[src/erpm_defs.svh]
// Constants for the error rate predictive monitor.
// Assumes a 100 MHz reference clock; included by erpm_pkg and erpm_monitor.
// Summary of operation
// Save attribute data for later failure reconstruction
// Measure-and-save every two hours after bus idle
// Started measure-and-save cycle always runs to completion; the stall bound ends SAVE even without save done
// On-line-only mode stalls host at most 60 ms
// Fully enabled mode stalls host at most 450 ms
// Report sense code 01-5D00 on predictive failure
// Reported failure code persists across resets
// Count operations per attribute over programmed interval
// Count errors per attribute within current interval
// Errors above threshold before expiry: unacceptable
// Expiry without exceeding threshold: acceptable
// After grading clear both counters, restart interval
// History counts up bad, down good, floor zero
// History reaching predictive threshold signals failure
// Separate history counter for every attribute
// Disable flag suspends all monitoring functions
// On-line-only flag skips off-line measurement
// Rezero forces cycle and restarts two-hour timer
// Host reads time remaining until next measurement
// Interval and thresholds are configurable compare values
`ifndef ERPM_DEFS_SVH
`define ERPM_DEFS_SVH
`define ERPM_CLK_MHZ 100
`define ERPM_SCHED_S 7200
`define ERPM_SCHED_CYC (`ERPM_SCHED_S * 64'd100000000)
`define ERPM_ONLINE_MS 60
`define ERPM_FULL_MS 450
`define ERPM_IDLE_CYC 1000
`define ERPM_MS_CYC(ms) ((ms) * 1000 * `ERPM_CLK_MHZ)
`define ERPM_SENSE_KEY 8'h01
`define ERPM_SENSE_ASC 8'h5d
`define ERPM_SENSE_ASCQ 8'h00
`define ERPM_LOG_PAGE 8'h3e
`endif

[src/erpm_pkg.sv]
// Types for the error rate predictive monitor.
// Assumes erpm_defs.svh is on the include path.
`include "erpm_defs.svh"
package erpm_pkg;
    typedef enum logic [1:0] {
        ERPM_IDLE,
        ERPM_MEASURE,
        ERPM_SAVE
    } erpm_state_t;
    typedef enum logic [1:0] {
        ERPM_GRADE_NONE,
        ERPM_GRADE_GOOD,
        ERPM_GRADE_BAD
    } erpm_grade_t;
endpackage : erpm_pkg

[src/erpm_attr_if.sv]
// Per-attribute carrier between the top and the attribute counter.
// Assumes one clock domain shared by both ends.
`timescale 1ns/1ps
`default_nettype none
interface erpm_attr_if #(parameter int CW = 16, parameter int HW = 8);
    logic op;
    logic err;
    logic enable;
    logic [CW-1:0] interval;
    logic [CW-1:0] err_thresh;
    logic [HW-1:0] pred_thresh;
    logic [CW-1:0] ops;
    logic [CW-1:0] errs;
    logic [HW-1:0] history;
    logic fail;
    logic graded;
    logic bad;
    modport ctl (output op, err, enable, interval, err_thresh, pred_thresh,
        input ops, errs, history, fail, graded, bad);
    modport cnt (input op, err, enable, interval, err_thresh, pred_thresh,
        output ops, errs, history, fail, graded, bad);
endinterface : erpm_attr_if
`default_nettype wire

[src/erpm_attr_counter.sv]
// Interval, error tally and degradation history for one attribute.
// Assumes op and err are synchronous single-cycle strobes.
`timescale 1ns/1ps
`default_nettype none
module erpm_attr_counter
    import erpm_pkg::*;
#(
    parameter int CW = 16,
    parameter int HW = 8
) (
    // Clock and reset
    input wire logic i_ref_clk,
    input wire logic i_reset,
    // Attribute link
    erpm_attr_if.cnt a
);
    logic [CW-1:0] ops_r;
    logic [CW-1:0] errs_r;
    logic [HW-1:0] hist_r;
    logic [CW-1:0] errs_nxt;
    logic expire;
    logic over;
    erpm_grade_t grade;

    always_comb begin
        errs_nxt = errs_r + ((a.op && a.err) ? CW'(1) : CW'(0));
        expire = a.enable && a.op && (ops_r + CW'(1) >= a.interval);
        // early bad grade
        over = a.enable && (errs_nxt > a.err_thresh);
        if (over) begin
            grade = ERPM_GRADE_BAD;
        end else if (expire) begin
            // good on expiry
            grade = ERPM_GRADE_GOOD;
        end else begin
            grade = ERPM_GRADE_NONE;
        end
    end

    // interval counting
    always_ff @(posedge i_ref_clk) begin
        if (i_reset || grade != ERPM_GRADE_NONE) begin
            ops_r <= '0;
            errs_r <= '0;
        end else if (a.enable && a.op) begin
            ops_r <= ops_r + CW'(1);
            errs_r <= errs_nxt;
        end
    end

    // saturating history, floor zero
    always_ff @(posedge i_ref_clk) begin
        if (i_reset) begin
            hist_r <= '0;
        end else if (grade == ERPM_GRADE_BAD && hist_r != '1) begin
            hist_r <= hist_r + HW'(1);
        end else if (grade == ERPM_GRADE_GOOD && hist_r != '0) begin
            hist_r <= hist_r - HW'(1);
        end
    end

    assign a.ops = ops_r;
    assign a.errs = errs_r;
    assign a.history = hist_r;
    // threshold reached
    assign a.fail = (a.pred_thresh != '0) && (hist_r >= a.pred_thresh);
    assign a.graded = grade != ERPM_GRADE_NONE;
    assign a.bad = grade == ERPM_GRADE_BAD;
endmodule : erpm_attr_counter
`default_nettype wire

[src/erpm_monitor.sv]
// Top of the error rate predictive monitor with its scheduler.
// Assumes host strobes are synchronous; persistent store is outside.
`timescale 1ns/1ps
`default_nettype none
`include "erpm_defs.svh"
module erpm_monitor
    import erpm_pkg::*;
#(
    parameter int NA = 4,
    parameter int CW = 16,
    parameter int HW = 8,
    parameter longint SCHED_CYC = `ERPM_SCHED_CYC,
    parameter longint IDLE_CYC = `ERPM_IDLE_CYC,
    parameter longint ONLINE_CYC = `ERPM_MS_CYC(`ERPM_ONLINE_MS),
    parameter longint FULL_CYC = `ERPM_MS_CYC(`ERPM_FULL_MS)
) (
    // Clock and reset
    input wire logic i_ref_clk,
    input wire logic i_reset,
    // Mode flags
    input wire logic i_monitor_disable_flag,
    input wire logic i_online_only_flag,
    // Attribute events
    input wire logic [NA-1:0] i_op,
    input wire logic [NA-1:0] i_err,
    // Attribute configuration
    input wire logic [NA*CW-1:0] i_interval,
    input wire logic [NA*CW-1:0] i_err_thresh,
    input wire logic [NA*HW-1:0] i_pred_thresh,
    // Host bus
    input wire logic i_bus_busy,
    input wire logic i_rezero,
    input wire logic i_fail_restored,
    input wire logic i_fail_clear,
    // Measure-and-save
    input wire logic i_save_done,
    output logic o_host_stall,
    output logic o_save_req,
    output logic [NA*HW-1:0] o_save_history,
    output logic o_offline_measure,
    // Reporting
    output logic o_fail_pending,
    output logic [NA-1:0] o_fail_attr,
    output logic [23:0] o_sense_code,
    output logic [7:0] o_log_page,
    output logic [63:0] o_time_remaining
);
    logic enabled;
    logic [NA-1:0] fail_vec;
    logic [63:0] sched_r;
    logic [63:0] idle_r;
    logic [63:0] stall_r;
    logic [63:0] stall_max;
    logic due_r;
    logic fail_r;
    logic [NA-1:0] fail_attr_r;
    erpm_state_t state_r;

    // counting, snapshots, schedule and cycle start gated off when disabled
    assign enabled = !i_monitor_disable_flag;

    genvar g;
    generate
        for (g = 0; g < NA; g++) begin : g_attr
            erpm_attr_if #(.CW(CW), .HW(HW)) ai();
            assign ai.op = i_op[g];
            assign ai.err = i_err[g];
            assign ai.enable = enabled;
            assign ai.interval = i_interval[g*CW +: CW];
            assign ai.err_thresh = i_err_thresh[g*CW +: CW];
            assign ai.pred_thresh = i_pred_thresh[g*HW +: HW];
            assign fail_vec[g] = ai.fail;
            // per-attribute compare values
            erpm_attr_counter #(.CW(CW), .HW(HW)) u_cnt (
                .i_ref_clk(i_ref_clk),
                .i_reset(i_reset),
                .a(ai.cnt)
            );
            // One register per attribute, so each has a single writer
            logic [HW-1:0] snap_r;
            assign o_save_history[g*HW +: HW] = snap_r;
            always_ff @(posedge i_ref_clk) begin
                if (i_reset) begin
                    snap_r <= '0;
                end else if (state_r == ERPM_IDLE && enabled) begin
                    // snapshot for the disc image
                    snap_r <= ai.history;
                end
            end
        end
    endgenerate

    // stall bound chosen by mode
    assign stall_max = i_online_only_flag ? ONLINE_CYC : FULL_CYC;

    // two-hour schedule
    always_ff @(posedge i_ref_clk) begin
        if (i_reset) begin
            sched_r <= SCHED_CYC;
            due_r <= 1'b0;
        end else if (enabled && i_rezero) begin
            sched_r <= SCHED_CYC;
            due_r <= 1'b1;
        end else if (state_r != ERPM_IDLE) begin
            due_r <= 1'b0;
        end else if (enabled && sched_r <= 64'd1) begin
            sched_r <= SCHED_CYC;
            due_r <= 1'b1;
        end else if (enabled) begin
            sched_r <= sched_r - 64'd1;
        end
    end

    // Bus idle time
    always_ff @(posedge i_ref_clk) begin
        if (i_reset || i_bus_busy) begin
            idle_r <= '0;
        end else if (idle_r < IDLE_CYC) begin
            idle_r <= idle_r + 64'd1;
        end
    end

    // no host abort once started
    always_ff @(posedge i_ref_clk) begin
        if (i_reset) begin
            state_r <= ERPM_IDLE;
            stall_r <= '0;
        end else begin
            case (state_r)
                ERPM_IDLE: begin
                    stall_r <= '0;
                    // rezero starts at once, even on a busy bus
                    if (enabled && (i_rezero
                            || (due_r && idle_r >= IDLE_CYC))) begin
                        // on-line-only skips measuring
                        state_r <= i_online_only_flag ? ERPM_SAVE
                                                      : ERPM_MEASURE;
                    end
                end
                ERPM_MEASURE: begin
                    stall_r <= stall_r + 64'd1;
                    if (stall_r + 64'd1 >= stall_max - 64'd1) begin
                        state_r <= ERPM_SAVE;
                    end
                end
                ERPM_SAVE: begin
                    stall_r <= stall_r + 64'd1;
                    // Time bound ends the stall even if the disc is late
                    if (i_save_done || stall_r + 64'd1 >= stall_max) begin
                        state_r <= ERPM_IDLE;
                    end
                end
                default: state_r <= ERPM_IDLE;
            endcase
        end
    end

    assign o_host_stall = state_r != ERPM_IDLE;
    assign o_save_req = state_r == ERPM_SAVE;
    assign o_offline_measure = state_r == ERPM_MEASURE;

    // sticky report; restored from persistent store
    always_ff @(posedge i_ref_clk) begin
        if (i_reset) begin
            fail_r <= 1'b0;
            fail_attr_r <= '0;
        end else if (i_fail_restored) begin
            fail_r <= 1'b1;
        end else if (enabled && |fail_vec) begin
            fail_r <= 1'b1;
            fail_attr_r <= fail_attr_r | fail_vec;
        end else if (i_fail_clear) begin
            fail_r <= 1'b0;
            fail_attr_r <= '0;
        end
    end

    assign o_fail_pending = fail_r;
    assign o_fail_attr = fail_attr_r;
    assign o_sense_code = fail_r ? {`ERPM_SENSE_KEY, `ERPM_SENSE_ASC,
                                    `ERPM_SENSE_ASCQ} : 24'h000000;
    // remaining time for the log page
    assign o_log_page = `ERPM_LOG_PAGE;
    assign o_time_remaining = sched_r;
endmodule : erpm_monitor
`default_nettype wire

[config.mk]
export PLATFORM = sky130hd
export DESIGN_NAME = erpm_monitor
export DESIGN_NICKNAME = d
export VERILOG_FILES = /design/src/erpm_pkg.sv /design/src/erpm_attr_if.sv /design/src/erpm_attr_counter.sv /design/src/erpm_monitor.sv
export VERILOG_INCLUDE_DIRS = /design/src
export SDC_FILE = /design/constraint.sdc
export NUM_CORES = 1
export LEC_CHECK = 0
export BUFFER_PORTS_ARGS = -buffer_cell sky130_fd_sc_hd__clkbuf_2
export CAP_MARGIN = 40
export CORE_MARGIN = 5
export CORE_UTILIZATION = 45
export DETAILED_ROUTE_END_ITERATION = 8
export MAX_ROUTING_LAYER = met4
export PLACE_DENSITY = 0.76
export SLEW_MARGIN = 20
export SYNTH_ARGS = -nofsm -noshare
export SYNTH_HDL_FRONTEND = slang
export SYNTH_SLANG_ARGS = --single-unit
[constraint.sdc]
create_clock -name i_ref_clk -period 16 [get_ports i_ref_clk]
set_clock_uncertainty 0.2 [all_clocks]
set_input_delay 0.8 -clock i_ref_clk [delete_from_list [all_inputs] [get_ports i_ref_clk]]
set_output_delay 0.8 -clock i_ref_clk [all_outputs]
set_load 0.05 [all_outputs]
==> impl_metrics.sql, run 1 <==
INSERT INTO impl_metrics (metric_group, metric, value, unit) VALUES
('synth', 'synth_most_common_cell', 'sky130_fd_sc_hd__nor2_1', ''),
('critical_path', 'regToRegStartpoint', 'g_attr[1].u_cnt.a.errs[0]$_SDFFE_PP0P_', ''),
('synth', 'synth_cell_types', '73', ''),
('sta', 'maxClockFrequency', '183', 'MHz'),
('critical_path', 'worst_r2r_path_depth', '22', ''),
('sta', 'post-route-period-util', '34.2', '%'),
('hold_path', 'min_to', 'idle_r[31]$_SDFFE_PP0P_', ''),
('power_and_ir_drop', 'power.share.sequential', '38.4', '%'),
('run_status', 'status', 'finished, final reports clean', ''),
('global_route', 'grt_pass1_wl', '103', 'mm'),
('route', 'vias', '21954', ''),
('route', 'drt-vias-per-instance', '5.34', ''),
('placement', 'place_congestion', '0.939', ''),
('critical_path', 'critical_path.most_common_cell', 'sky130_fd_sc_hd__ha_1', ''),
('power_and_ir_drop', 'power_frac_comb', '19.6', '%'),
('synth', 'synth_area', '24800', 'um2'),
('sta', 'hold_viol_final', '0', ''),
('layout', 'final_cell_area', '28300', 'um2'),
('global_route', 'number_of_global_route_vias_before_repair', '20294', ''),
('hold_path', 'hold_path_startpoint', 'idle_r[31]$_SDFFE_PP0P_', ''),
('floorplanning', 'die_height', '245', 'um'),
('layout', 'flow.area_growth_from_synthesis', '14.1', '%'),
('synth', 'synth.largest_area_cell', 'sky130_fd_sc_hd__dfxtp_1', ''),
('critical_path', 'crit_path_max_fanout', '8', ''),
('floorplanning', 'dieWidth', '245', 'um'),
('global_route', 'overflow', '0', ''),
('floorplanning', 'design.die.area', '59900', 'um2'),
('synth', 'synthesis.area_per_instance', '7.83', 'um2'),
('route', 'antenna_left', '0', ''),
('synth', 'synth_async_sr_flop_share', '0', '%'),
('hold_path', 'min_path_type', 'reg -> reg', ''),
('synth', 'top_cell_type_s_share_of_synthesized_area', '31.7', '%'),
('sta', 'worst-slew-pin-transition', '0.902', 'ns'),
('power_and_ir_drop', 'power.static_leakage', '12.8', 'nW'),
('hold_path', 'timing.hold.worst_path_depth', '1', ''),
('power_and_ir_drop', 'irDropWorstVdd', '0.0658', 'mV'),
('cts', 'cts_root_buffer', 'sky130_fd_sc_hd__clkbuf_16', ''),
('floorplanning', 'std_cell_rows', '86', ''),
('route', 'highest-signal-layer', 'met4', ''),
('route', 'firstDrtPassIters', '5', ''),
('route', 'postRouteWirelength', '63.6', 'mm'),
('critical_path', 'worst-path-buf-inv', '2', ''),
('floorplanning', 'pin_count', '313', ''),
('layout', 'post_route_cells_drive_above_1_share', '12.8', '%'),
('critical_path', 'cp_cell_sequence', 'clkbuf_2 > and2_1 > ha_1 > ha_1 > nand3_1 > nor2_1 > and3_1 > and3_1 > nand3_1 > nor2_1 > xor2_1 > ha_1 > nand4_1 > nor2_1 > o31ai_1 > a221oi_1 > clkbuf_2 > nand2_1 > ha_1 > nand3_1 > a21oi_1 > a211oi_1 > mux2i_1 > mux2_2', ''),
('power_and_ir_drop', 'netSwitchingPower', '800', 'uW'),
('critical_path', 'timing.reg2reg.setup_slack', '10.66', 'ns'),
('critical_path', 'worst_path_dominant_cell_family', 'simple AND/OR/NAND/NOR gates', ''),
('cts', 'clk_pin_slew_worst_paths', '0.06', 'ns'),
('critical_path', 'end_kind', 'flip-flop', ''),
('global_route', 'total_global_route_track_usage', '20.9', '%'),
('floorplanning', 'core_region_area', '54800', 'um2'),
('cts', 'tritoncts.num_buffers', '46', ''),
('sta', 'unrepaired_setup_endpoints_after_global_routing', 'false', ''),
('critical_path', 'crit_path_max_incr_delay', '0.44', 'ns'),
('placement', 'dpl-instance-area', '26600', 'um2'),
('synth', 'synth_cells', '3163', ''),
('synth', 'yosys_most_used_dff', 'sky130_fd_sc_hd__dfxtp_1', ''),
('layout', 'num-fill-cells', '5151', ''),
('cts', 'htree_levels', '2', ''),
('global_route', 'grt_start_max_net_pins', '69', ''),
('global_route', 'number_of_antenna_violations_at_the_first_check_in_global_routing', '1', ''),
('placement', 'input_output_buffers', '286', ''),
('sta', 'setup_tns', '0', 'ns'),
('synth', 'ys_seq_area_share', '31.7', '%'),
('sta', 'report.final.slew_viol_count', '0', ''),
('sta', 'fin_crit', '5.48', 'ns'),
('power_and_ir_drop', 'power.switching_fraction', '30.2', '%'),
('route', 'post_drt_wl_per_cell', '15.5', 'um'),
('critical_path', 'required', '16.24', 'ns'),
('critical_path', 'r2r_end', 'g_attr[1].u_cnt.a.history[7]$_SDFFE_PP0P_', '');
metrics by stage:
stage / hold slack [ns] / instances / total power, mW / setup WS [ns]
6_report: 0.248 / 4114 / 2.65 / 10.52
5_1_grt: 0.267 / 4114 / 2.77 / 10.16
4_1_cts: 0.255 / 4111 / 2.69 / 10.10
3_5_place_dp: 0.240 / 4027 / 1.56 / 9.61
3_3_place_gp: 0.237 / 4020 / 1.53 / 9.77
2_1_floorplan: 0.220 / 3187 / 1.40 / 10.40
sequential cells by signal, summed over array words and instances, names as in the netlist:
signal	count
stall_r	64
g_attr.u_cnt.a.history	32
g_attr.u_cnt.a.errs	64
o_fail_pending	1
g_attr.u_cnt.a.ops	64
o_fail_attr	4
idle_r	64
state_r	2
o_time_remaining	64
due_r	1
g_attr.snap_r	32
cells by family (layout without fill, tap and decap cells):
kind of cell               count (synthesis)  in the layout  share of synthesized area (%)
and+or+nand+nor                         1365           1365                           26.7
muxes                                     20             20                          0.833
xor gates and xnor gates                 354            354                           12.5
AOI/OAI and AO/OA                        444            444                           11.5
adders and majority gates                207            207                           10.5
DFF                                      392            392                           31.7
buffers and inverters                    379            601                           6.34
other                                      2             27                         0.0303
placed cells by master, fill, tap and decap left out, types with 81 or more instances in the layout:
cell                       instances
sky130_fd_sc_hd__a21o_1           97
sky130_fd_sc_hd__a21oi_1         166
sky130_fd_sc_hd__clkbuf_2        286
sky130_fd_sc_hd__dfxtp_1         392
sky130_fd_sc_hd__ha_1            206
sky130_fd_sc_hd__inv_1           203
sky130_fd_sc_hd__nand2_1         296
sky130_fd_sc_hd__nand3_1         113
sky130_fd_sc_hd__nand4_1          81
sky130_fd_sc_hd__nor2_1          431
sky130_fd_sc_hd__nor3_1           98
sky130_fd_sc_hd__xnor2_1         181
sky130_fd_sc_hd__xor2_1          173
power by group through the flow:
stage	Sequential, mW	Combinational [mW]	Clock (mW)
after floorplan	1.07	0.331	0
after global placement	1.04	0.497	0
after detailed placement	1.04	0.519	0
after CTS	1.02	0.524	1.14
after global routing	1.02	0.567	1.18
final	1.02	0.521	1.11
routing by layer:
| layer | track usage, % | up-vias |
|---|---|---|
| li1 | - | 11147 |
| met1 | 28.6 | 10094 |
| met2 | 32.9 | 615 |
| met3 | 2.58 | 98 |
| met4 | 6.07 | 0 |
| met5 | - | - |
worst max path at each step:
stage               startpoint                                   endpoint  slack [ns]  depth (start not counted)
detailed placement     i_op[1]  g_attr[1].u_cnt.a.history[7]$_SDFFE_PP0P_        9.61                         23
finish                 i_op[1]  g_attr[1].u_cnt.a.history[7]$_SDFFE_PP0P_       10.52                         24
CTS                    i_op[1]  g_attr[1].u_cnt.a.history[7]$_SDFFE_PP0P_       10.10                         23
floorplan              i_op[1]  g_attr[1].u_cnt.a.history[7]$_SDFFE_PP0P_       10.40                         22
global route           i_op[1]  g_attr[1].u_cnt.a.history[7]$_SDFFE_PP0P_       10.16                         24
global placement       i_op[1]  g_attr[1].u_cnt.a.history[7]$_SDFFE_PP0P_        9.77                         23
final cells by class:
class	instances	area share, %
Sequential cell	392	27.8
Antenna cell	1	0.00885
Timing Repair Buffer	312	5.90
Clock buffer	60	4.72
Inverter	205	2.72
Tap cell	704	3.12
Multi-Input combinational cell	2416	54.7
Clock inverter	24	1.02
Note: power is estimated with default switching activity, not from simulation.
==> run 2, diff against run 1 <==
PLACE_DENSITY = 0.78   (was 0.76)
clock period = 4.5 ns   (was 16 ns; I/O delays follow)
==> run 2 against run 1 <==
Compared with the run above:
- die area did not move
- first-iteration DRC count increased by 7.8%
- worst hold slack got worse by 0.19 ns
- total power grew to 3.5 times the previous value
- critical path type is now reg -> reg
- highest routed layer unchanged
==> impl_metrics.sql, run 2 (synthesis gave the netlist of run 1 again) <==
INSERT INTO impl_metrics (metric_group, metric, value, unit) VALUES
('layout', 'flow.area_growth_from_synthesis', '19.4', '%'),
('floorplanning', 'dieWidth', '245', 'um'),
('floorplanning', 'core_region_area', '54800', 'um2'),
('sta', 'finalHoldWorstSlack', '0.0599', 'ns'),
('sta', 'hold_viol_final', '0', ''),
('global_route', 'total_global_route_track_usage', '21.4', '%'),
('route', 'postRouteWirelength', '65.7', 'mm'),
('placement', 'place_congestion', '0.924', ''),
('sta', 'worst_setup_slack_final', '0.0986', 'ns'),
('floorplanning', 'initial_utilization', '45.2', '%'),
('critical_path', 'crit_path_max_fanout', '12', ''),
('placement', 'dp_worst_setup_slack', '-0.178', 'ns'),
('route', 'detailedRoute.firstIterationViolations', '1458', ''),
('layout', 'num-nets-final', '3871', ''),
('sta', 'post-route-period-util', '97.8', '%'),
('hold_path', 'timing.hold.worst_path_depth', '5', ''),
('placement', 'dpl.hpwl', '47.9', 'mm'),
('sta', 'fin_crit', '4.40', 'ns'),
('critical_path', 'regToRegStartpoint', 'stall_r[12]$_SDFFE_PP0P_', ''),
('route', 'post_drt_wl_per_cell', '15.6', 'um'),
('layout', 'antenna_diode_instance_count', '0', ''),
('route', 'antenna_left', '0', ''),
('cts', 'worst_skew_pair.late_latency', '0.58', 'ns'),
('sta', 'slew_headroom', '45.4', '%'),
('power_and_ir_drop', 'clock_power_share', '40.8', '%'),
('critical_path', 'critical_path.startpoint', 'stall_r[12]$_SDFFE_PP0P_', ''),
('critical_path', 'critPathLaunchType', 'flip-flop', ''),
('route', 'firstDrtPassIters', '6', ''),
('cts', 'tritoncts_clock_tree', 'yes', ''),
('hold_path', 'min_path_type', 'in -> reg', ''),
('critical_path', 'critical-path-slowest-cell', 'sky130_fd_sc_hd__or4_1', ''),
('run_status', 'status', 'finished, final reports clean', ''),
('power_and_ir_drop', 'power_frac_comb', '20.2', '%'),
('route', 'remaining_drc_errors', '0', ''),
('run', 'maximum_capacitance_violations', '0', ''),
('route', 'drt-vias-per-instance', '5.39', ''),
('layout', 'final_common_cell', 'sky130_fd_sc_hd__nor2_1', ''),
('floorplanning', 'design.die.area', '59900', 'um2'),
('cts', 'tritoncts_num_sinks', '392', ''),
('placement', 'dpl.cell_count', '4119', ''),
('power_and_ir_drop', 'power_per_cell_area', '313', 'nW/um2'),
('global_route', 'grt_start_max_net_pins', '63', ''),
('cts', 'clk_pin_slew_worst_paths', '0.06', 'ns'),
('global_route', 'overflow', '0', ''),
('power_and_ir_drop', 'power.static_leakage', '13.3', 'nW'),
('power_and_ir_drop', 'netSwitchingPower', '2.82', 'mW'),
('sta', 'report.final.setup_viol', '0', ''),
('cts', 'tritoncts.num_buffers', '45', ''),
('critical_path', 'r2r_end', 'state_r[1]$_SDFFE_PP0P_', ''),
('cts', 'htree_levels', '2', ''),
('critical_path', 'required', '4.79', 'ns'),
('sta', 'maxClockFrequency', '227', 'MHz'),
('placement', 'input_output_buffers', '286', ''),
('global_route', 'number_of_antenna_violations_at_the_first_check_in_global_routing', '1', ''),
('floorplanning', 'die_height', '245', 'um'),
('power_and_ir_drop', 'power.internal', '6.45', 'mW'),
('global_route', 'number_of_global_route_vias_before_repair', '21401', ''),
('power_and_ir_drop', 'irDropWorstVdd', '0.277', 'mV'),
('floorplanning', 'pin_count', '313', ''),
('layout', 'post_route_cells_drive_above_1_share', '17.5', '%'),
('critical_path', 'timing.reg2reg.setup_slack', '0.1', 'ns'),
('power_and_ir_drop', 'power.switching_fraction', '30.4', '%'),
('critical_path', 'crit_path_max_incr_delay', '0.68', 'ns'),
('critical_path', 'worst_r2r_path_depth', '10', ''),
('cts', 'ctsLongestPathBuffers', '3', ''),
('route', 'vias', '22788', ''),
('power_and_ir_drop', 'power.share.sequential', '39.1', '%'),
('layout', 'num-fill-cells', '4965', ''),
('cts', 'cts_root_buffer', 'sky130_fd_sc_hd__clkbuf_16', ''),
('critical_path', 'critical_path.most_common_cell', 'sky130_fd_sc_hd__a211oi_2', ''),
('power_and_ir_drop', 'total_power', '9.27', 'mW'),
('critical_path', 'end_kind', 'flip-flop', ''),
('layout', 'final_cell_mix', 'sky130_fd_sc_hd__nor2_1, sky130_fd_sc_hd__dfxtp_1, sky130_fd_sc_hd__nand2_1, sky130_fd_sc_hd__clkbuf_2, sky130_fd_sc_hd__inv_1', ''),
('critical_path', 'path_class', 'reg -> reg', ''),
('critical_path', 'cp_cell_sequence', 'nand3_4 > or4_1 > or4_4 > or3_4 > or3_1 > xor2_1 > nand4_1 > o41ai_4 > a211oi_2 > a211oi_2', ''),
('global_route', 'grt_pass1_wl', '106', 'mm'),
('layout', 'post_layout_nonfiller_instances', '4224', ''),
('floorplanning', 'std_cell_rows', '86', ''),
('sta', 'worst-slew-pin-transition', '0.813', 'ns'),
('layout', 'final_core_utilization', '54.0', '%'),
('critical_path', 'endpoint', 'state_r[1]$_SDFFE_PP0P_', ''),
('sta', 'report.final.slew_viol_count', '0', ''),
('critical_path', 'critical_path_at', '4.69', 'ns');
## run 2: cell types whose count changed in the layout (fill, tap and decap cells not counted), sizes merged
cell / previous run / this run
buf: 26 / 127
clkbuf: 346 / 341
clkinv: 14 / 11
clkinvlp: 3 / 4
diode: 1 / 0
dlygate4sd3: 0 / 14
dlymetal6s4s: 0 / 1
inv: 206 / 208
## run 2: metal layers
metal	GRT usage, %	routed length (um)
met1	28.3	29700
met3	3.07	4010
met2	34.5	30500
met4	5.97	1550
met5	-	0
## run 2: final cells by class
type,instances,area (um2),area share [%]
Timing Repair Buffer,427,2560,8.67
Clock buffer,56,1220,4.12
Inverter,205,769,2.60
Sequential cell,392,7850,26.5
Clock inverter,24,299,1.01
Tap cell,704,881,2.98
Multi-Input combinational cell,2416,16000,54.1
## run 2: worst min path at each step
stage	slack, ns	to	start
after global routing	0.05	g_attr[1].u_cnt.a.errs[0]$_SDFFE_PP0P_	i_op[1]
after global placement	0.23	idle_r[31]$_SDFFE_PP0P_	idle_r[31]$_SDFFE_PP0P_
final	0.06	g_attr[1].u_cnt.a.errs[0]$_SDFFE_PP0P_	i_op[1]
after floorplan	0.13	state_r[0]$_SDFFE_PP0P_	i_online_only_flag
after CTS	0.01	g_attr[1].u_cnt.a.errs[0]$_SDFFE_PP0P_	i_op[1]
after detailed placement	0.24	idle_r[30]$_SDFFE_PP0P_	idle_r[30]$_SDFFE_PP0P_
## run 2: power groups by stage
| stage | combinational [mW] | clock, mW | sequential (mW) |
|---|---|---|---|
| after floorplan | 1.18 | 0 | 3.82 |
| after global placement | 1.79 | 0 | 3.69 |
| after detailed placement | 1.83 | 0 | 3.69 |
| after CTS | 1.85 | 3.89 | 3.62 |
| after global routing | 2.03 | 4.04 | 3.63 |
| final | 1.87 | 3.78 | 3.62 |
## run 2: through the flow
stage | setup TNS, ns | instance area (um2)
final | 0 | 29600
after global routing | -0.179 | 29600
after CTS | 0 | 29100
after detailed placement | -0.441 | 27400
after global placement | -0.0498 | 27400
after floorplan | -0.0359 | 25000
## run 2: what timing repair did
item | CTS | global route
cloned | 0 | 0
hold buffers | 15 | 0
endpoints found under the setup margin | 1 | 38
gates resized for setup | 2 | 96
setup buffers | 0 | 10
endpoints found under the hold margin | 53 | 0
pin swaps | 0 | 47
## run 2: worst max-delay path, delay by kind of cell, from the launching register on
family          cells  cell delay [ns]
xor+xnor            1             0.20
simple gates        6             2.55
flops               1             0.52
compound gates      3             0.84
==> run 3, diff against run 2 <==
ABC_AREA = 1   (was not set)
==> run 3 against run 2 <==
Compared with the run above:
- sequential power increased by 5%
- total power increased by 6.2%
- clock power hardly changed
- non-clock buffer count is 77 lower
- worst hold slack lost 0.0098 ns
- final cell count up 17%
- synthesized area increased by 2.9%
- via count increased by 9.0%
- synthesized cell count up 21%
- first-iteration DRC count grew 2.6%
- combinational power increased by 22%
- critical path type is now in -> reg
- critical endpoint is now g_attr[1].u_cnt.a.history[4]$_SDFFE_PP0P_
- largest power group is now sequential cells
==> impl_metrics.sql, run 3 <==
INSERT INTO impl_metrics (metric_group, metric, value, unit) VALUES
('cts', 'ctsLongestPathBuffers', '3', ''),
('critical_path', 'worst-path-buf-inv', '7', ''),
('power_and_ir_drop', 'total_power', '9.84', 'mW'),
('placement', 'dpl.hpwl', '55.2', 'mm'),
('power_and_ir_drop', 'netSwitchingPower', '3.45', 'mW'),
('synth', 'yosys_most_used_dff', 'sky130_fd_sc_hd__dfxtp_1', ''),
('route', 'postRouteWirelength', '71.8', 'mm'),
('placement', 'dpl.cell_count', '4817', ''),
('critical_path', 'critical_path_at', '4.59', 'ns'),
('cts', 'tritoncts_clock_tree', 'yes', ''),
('critical_path', 'worst_path_dominant_cell_family', 'simple AND/OR/NAND/NOR gates', ''),
('global_route', 'number_of_antenna_violations_at_the_first_check_in_global_routing', '4', ''),
('run', 'maximum_capacitance_violations', '0', ''),
('layout', 'final_common_cell', 'sky130_fd_sc_hd__nand2_1', ''),
('sta', 'maxClockFrequency', '231', 'MHz'),
('cts', 'clk_pin_slew_worst_paths', '0.06', 'ns'),
('placement', 'input_output_buffers', '286', ''),
('power_and_ir_drop', 'power_frac_comb', '23.3', '%'),
('synth', 'synthesis.area_per_instance', '6.63', 'um2'),
('floorplanning', 'initial_utilization', '45.3', '%'),
('synth', 'yosys-top-cells-count', 'sky130_fd_sc_hd__nand2_1, sky130_fd_sc_hd__inv_1, sky130_fd_sc_hd__nor2_1', ''),
('cts', 'cts_root_buffer', 'sky130_fd_sc_hd__clkbuf_16', ''),
('synth', 'synth_cell_types', '46', ''),
('sta', 'report.final.setup_viol', '0', ''),
('global_route', 'total_global_route_track_usage', '23.1', '%'),
('sta', 'post-route-period-util', '96.2', '%'),
('layout', 'final_cell_mix', 'sky130_fd_sc_hd__nand2_1, sky130_fd_sc_hd__inv_1, sky130_fd_sc_hd__nor2_1, sky130_fd_sc_hd__dfxtp_1, sky130_fd_sc_hd__clkbuf_2', ''),
('critical_path', 'end_kind', 'flip-flop', ''),
('layout', 'num-nets-final', '4528', ''),
('floorplanning', 'core_region_area', '56300', 'um2'),
('global_route', 'number_of_global_route_vias_before_repair', '22957', ''),
('power_and_ir_drop', 'power_per_cell_area', '331', 'nW/um2'),
('cts', 'htree_levels', '2', ''),
('layout', 'final_cell_area', '29700', 'um2'),
('sta', 'worst-slew-pin-transition', '0.803', 'ns'),
('critical_path', 'path_class', 'in -> reg', ''),
('power_and_ir_drop', 'power.internal', '6.39', 'mW'),
('critical_path', 'required', '4.76', 'ns'),
('route', 'firstDrtPassIters', '7', ''),
('sta', 'setup_tns', '0', 'ns'),
('layout', 'flow.area_growth_from_synthesis', '16.6', '%'),
('synth', 'synth.ff_latch_count', '392', ''),
('sta', 'fin_crit', '4.33', 'ns'),
('sta', 'report.final.slew_viol_count', '0', ''),
('synth', 'synth_async_sr_flop_share', '0', '%'),
('floorplanning', 'dieWidth', '248', 'um'),
('floorplanning', 'std_cell_rows', '87', ''),
('critical_path', 'critical-path-slowest-cell', 'sky130_fd_sc_hd__dlygate4sd3_1', ''),
('floorplanning', 'pin_count', '313', ''),
('synth', 'synth_most_common_cell', 'sky130_fd_sc_hd__nand2_1', ''),
('sta', 'slew_headroom', '46.4', '%'),
('route', 'detailedRoute.firstIterationViolations', '1496', ''),
('power_and_ir_drop', 'power.static_leakage', '13.8', 'nW'),
('run_status', 'status', 'finished, final reports clean', ''),
('layout', 'post_route_cells_drive_above_1_share', '12.0', '%'),
('critical_path', 'critPathLaunchType', 'primary input', ''),
('synth', 'synth_area', '25500', 'um2'),
('global_route', 'overflow', '0', ''),
('cts', 'tritoncts.num_buffers', '46', ''),
('synth', 'synth_warnings', '0', ''),
('sta', 'finalHoldWorstSlack', '0.0501', 'ns'),
('floorplanning', 'die_height', '248', 'um'),
('power_and_ir_drop', 'clock_power_share', '38.1', '%'),
('synth', 'synth.largest_area_cell', 'sky130_fd_sc_hd__dfxtp_1', ''),
('route', 'post_drt_wl_per_cell', '14.5', 'um'),
('route', 'vias', '24838', ''),
('power_and_ir_drop', 'power.share.sequential', '38.6', '%'),
('hold_path', 'min_path_type', 'in -> reg', ''),
('route', 'remaining_drc_errors', '0', ''),
('floorplanning', 'design.die.area', '61500', 'um2'),
('layout', 'post_layout_nonfiller_instances', '4937', ''),
('synth', 'synth_cells', '3843', ''),
('placement', 'dpl-instance-area', '27600', 'um2'),
('power_and_ir_drop', 'irDropWorstVdd', '0.282', 'mV'),
('synth', 'ys_seq_area_share', '30.8', '%'),
('sta', 'hold_viol_final', '0', ''),
('critical_path', 'crit_path_max_fanout', '8', ''),
('critical_path', 'crit_path_max_incr_delay', '0.53', 'ns'),
('cts', 'tritoncts_num_sinks', '392', ''),
('synth', 'top_cell_type_s_share_of_synthesized_area', '30.8', '%'),
('route', 'antenna_left', '0', ''),
('global_route', 'grt_start_max_net_pins', '65', ''),
('synth', 'synth.area.top_cells', 'sky130_fd_sc_hd__dfxtp_1, sky130_fd_sc_hd__nand2_1, sky130_fd_sc_hd__ha_1', ''),
('global_route', 'grt_pass1_wl', '114', 'mm'),
('synth', 'synth_edf_count', '0', ''),
('cts', 'worst_skew_pair.late_latency', '0.60', 'ns'),
('layout', 'num-fill-cells', '5502', ''),
('route', 'drt-vias-per-instance', '5.03', ''),
('placement', 'place_congestion', '0.997', ''),
('power_and_ir_drop', 'power.switching_fraction', '35.1', '%');
run 3: what timing repair did:
| item | 4_1_cts | 5_1_grt |
|---|---|---|
| endpoints found under the setup margin | 0 | 27 |
| endpoints found under the hold margin | 38 | 0 |
| hold buffers | 27 | 0 |
| resized for setup | 0 | 59 |
| buffers inserted | 0 | 8 |
run 3: power by group through the flow:
stage | logic (mW) | registers, mW | clock network, mW
floorplan | 1.27 | 4.21 | 0
global placement | 2.20 | 3.87 | 0
detailed placement | 2.26 | 3.88 | 0
CTS | 2.29 | 3.80 | 3.85
global route | 2.53 | 3.83 | 3.98
finish | 2.29 | 3.80 | 3.75
run 3: per-stage QoR:
stage,setup slack [ns],utilization (%)
2_1_floorplan,0.425,-
3_3_place_gp,0.139,49.0
3_5_place_dp,0.0221,49.1
4_1_cts,0.102,52.3
5_1_grt,-0.0885,52.8
6_report,0.170,52.8
run 3: layer usage:
layer | GRT usage [%] | up-vias | share of wire (%)
li1 | - | 12879 | -
met1 | 29.8 | 11175 | 45
met2 | 36.6 | 642 | 45
met3 | 4.06 | 142 | 6.1
met4 | 8.16 | 0 | 3.5
met5 | - | - | 0
run 3: cell families after synthesis:
| logic type | synth area share (%) |
|---|---|
| compound gates | 10.9 |
| other cells | 0.0295 |
| buf+inv | 11.6 |
| flops | 30.8 |
| xor+xnor | 6.36 |
| simple gates | 30.2 |
| fa+ha+maj | 10.2 |
run 3: path summary, 6_finish.rpt:
path / startpoint / end / slack (ns) / cells after the start
min: i_op[1] / g_attr[1].u_cnt.a.errs[0]$_SDFFE_PP0P_ / 0.05 / 6
max: i_err[1] / g_attr[1].u_cnt.a.history[4]$_SDFFE_PP0P_ / 0.17 / 32
min reg2reg: idle_r[30]$_SDFFE_PP0P_ / idle_r[30]$_SDFFE_PP0P_ / 0.22 / 2
max reg2reg: g_attr[1].u_cnt.a.errs[0]$_SDFFE_PP0P_ / g_attr[1].u_cnt.a.history[4]$_SDFFE_PP0P_ / 0.24 / 28
run 3: final cells by class:
type | instances | area [um2] | area share (%)
multi-input cells | 2728 | 15000 | 50.5
clock buffers | 54 | 1240 | 4.17
repair buffers | 350 | 2030 | 6.84
inverters | 626 | 2350 | 7.90
diodes | 4 | 10.0 | 0.0337
flip-flops and latches | 392 | 7850 | 26.4
well taps | 756 | 946 | 3.18
clock inverters | 27 | 278 | 0.934
run 3: tightest hold or removal path: stages:
cell	delay (ns)
sky130_fd_sc_hd__clkbuf_2	0.11
sky130_fd_sc_hd__nand2_1	0.07
sky130_fd_sc_hd__inv_2	0.07
sky130_fd_sc_hd__ha_4	0.19
sky130_fd_sc_hd__inv_1	0.06
sky130_fd_sc_hd__a211oi_1	0.06
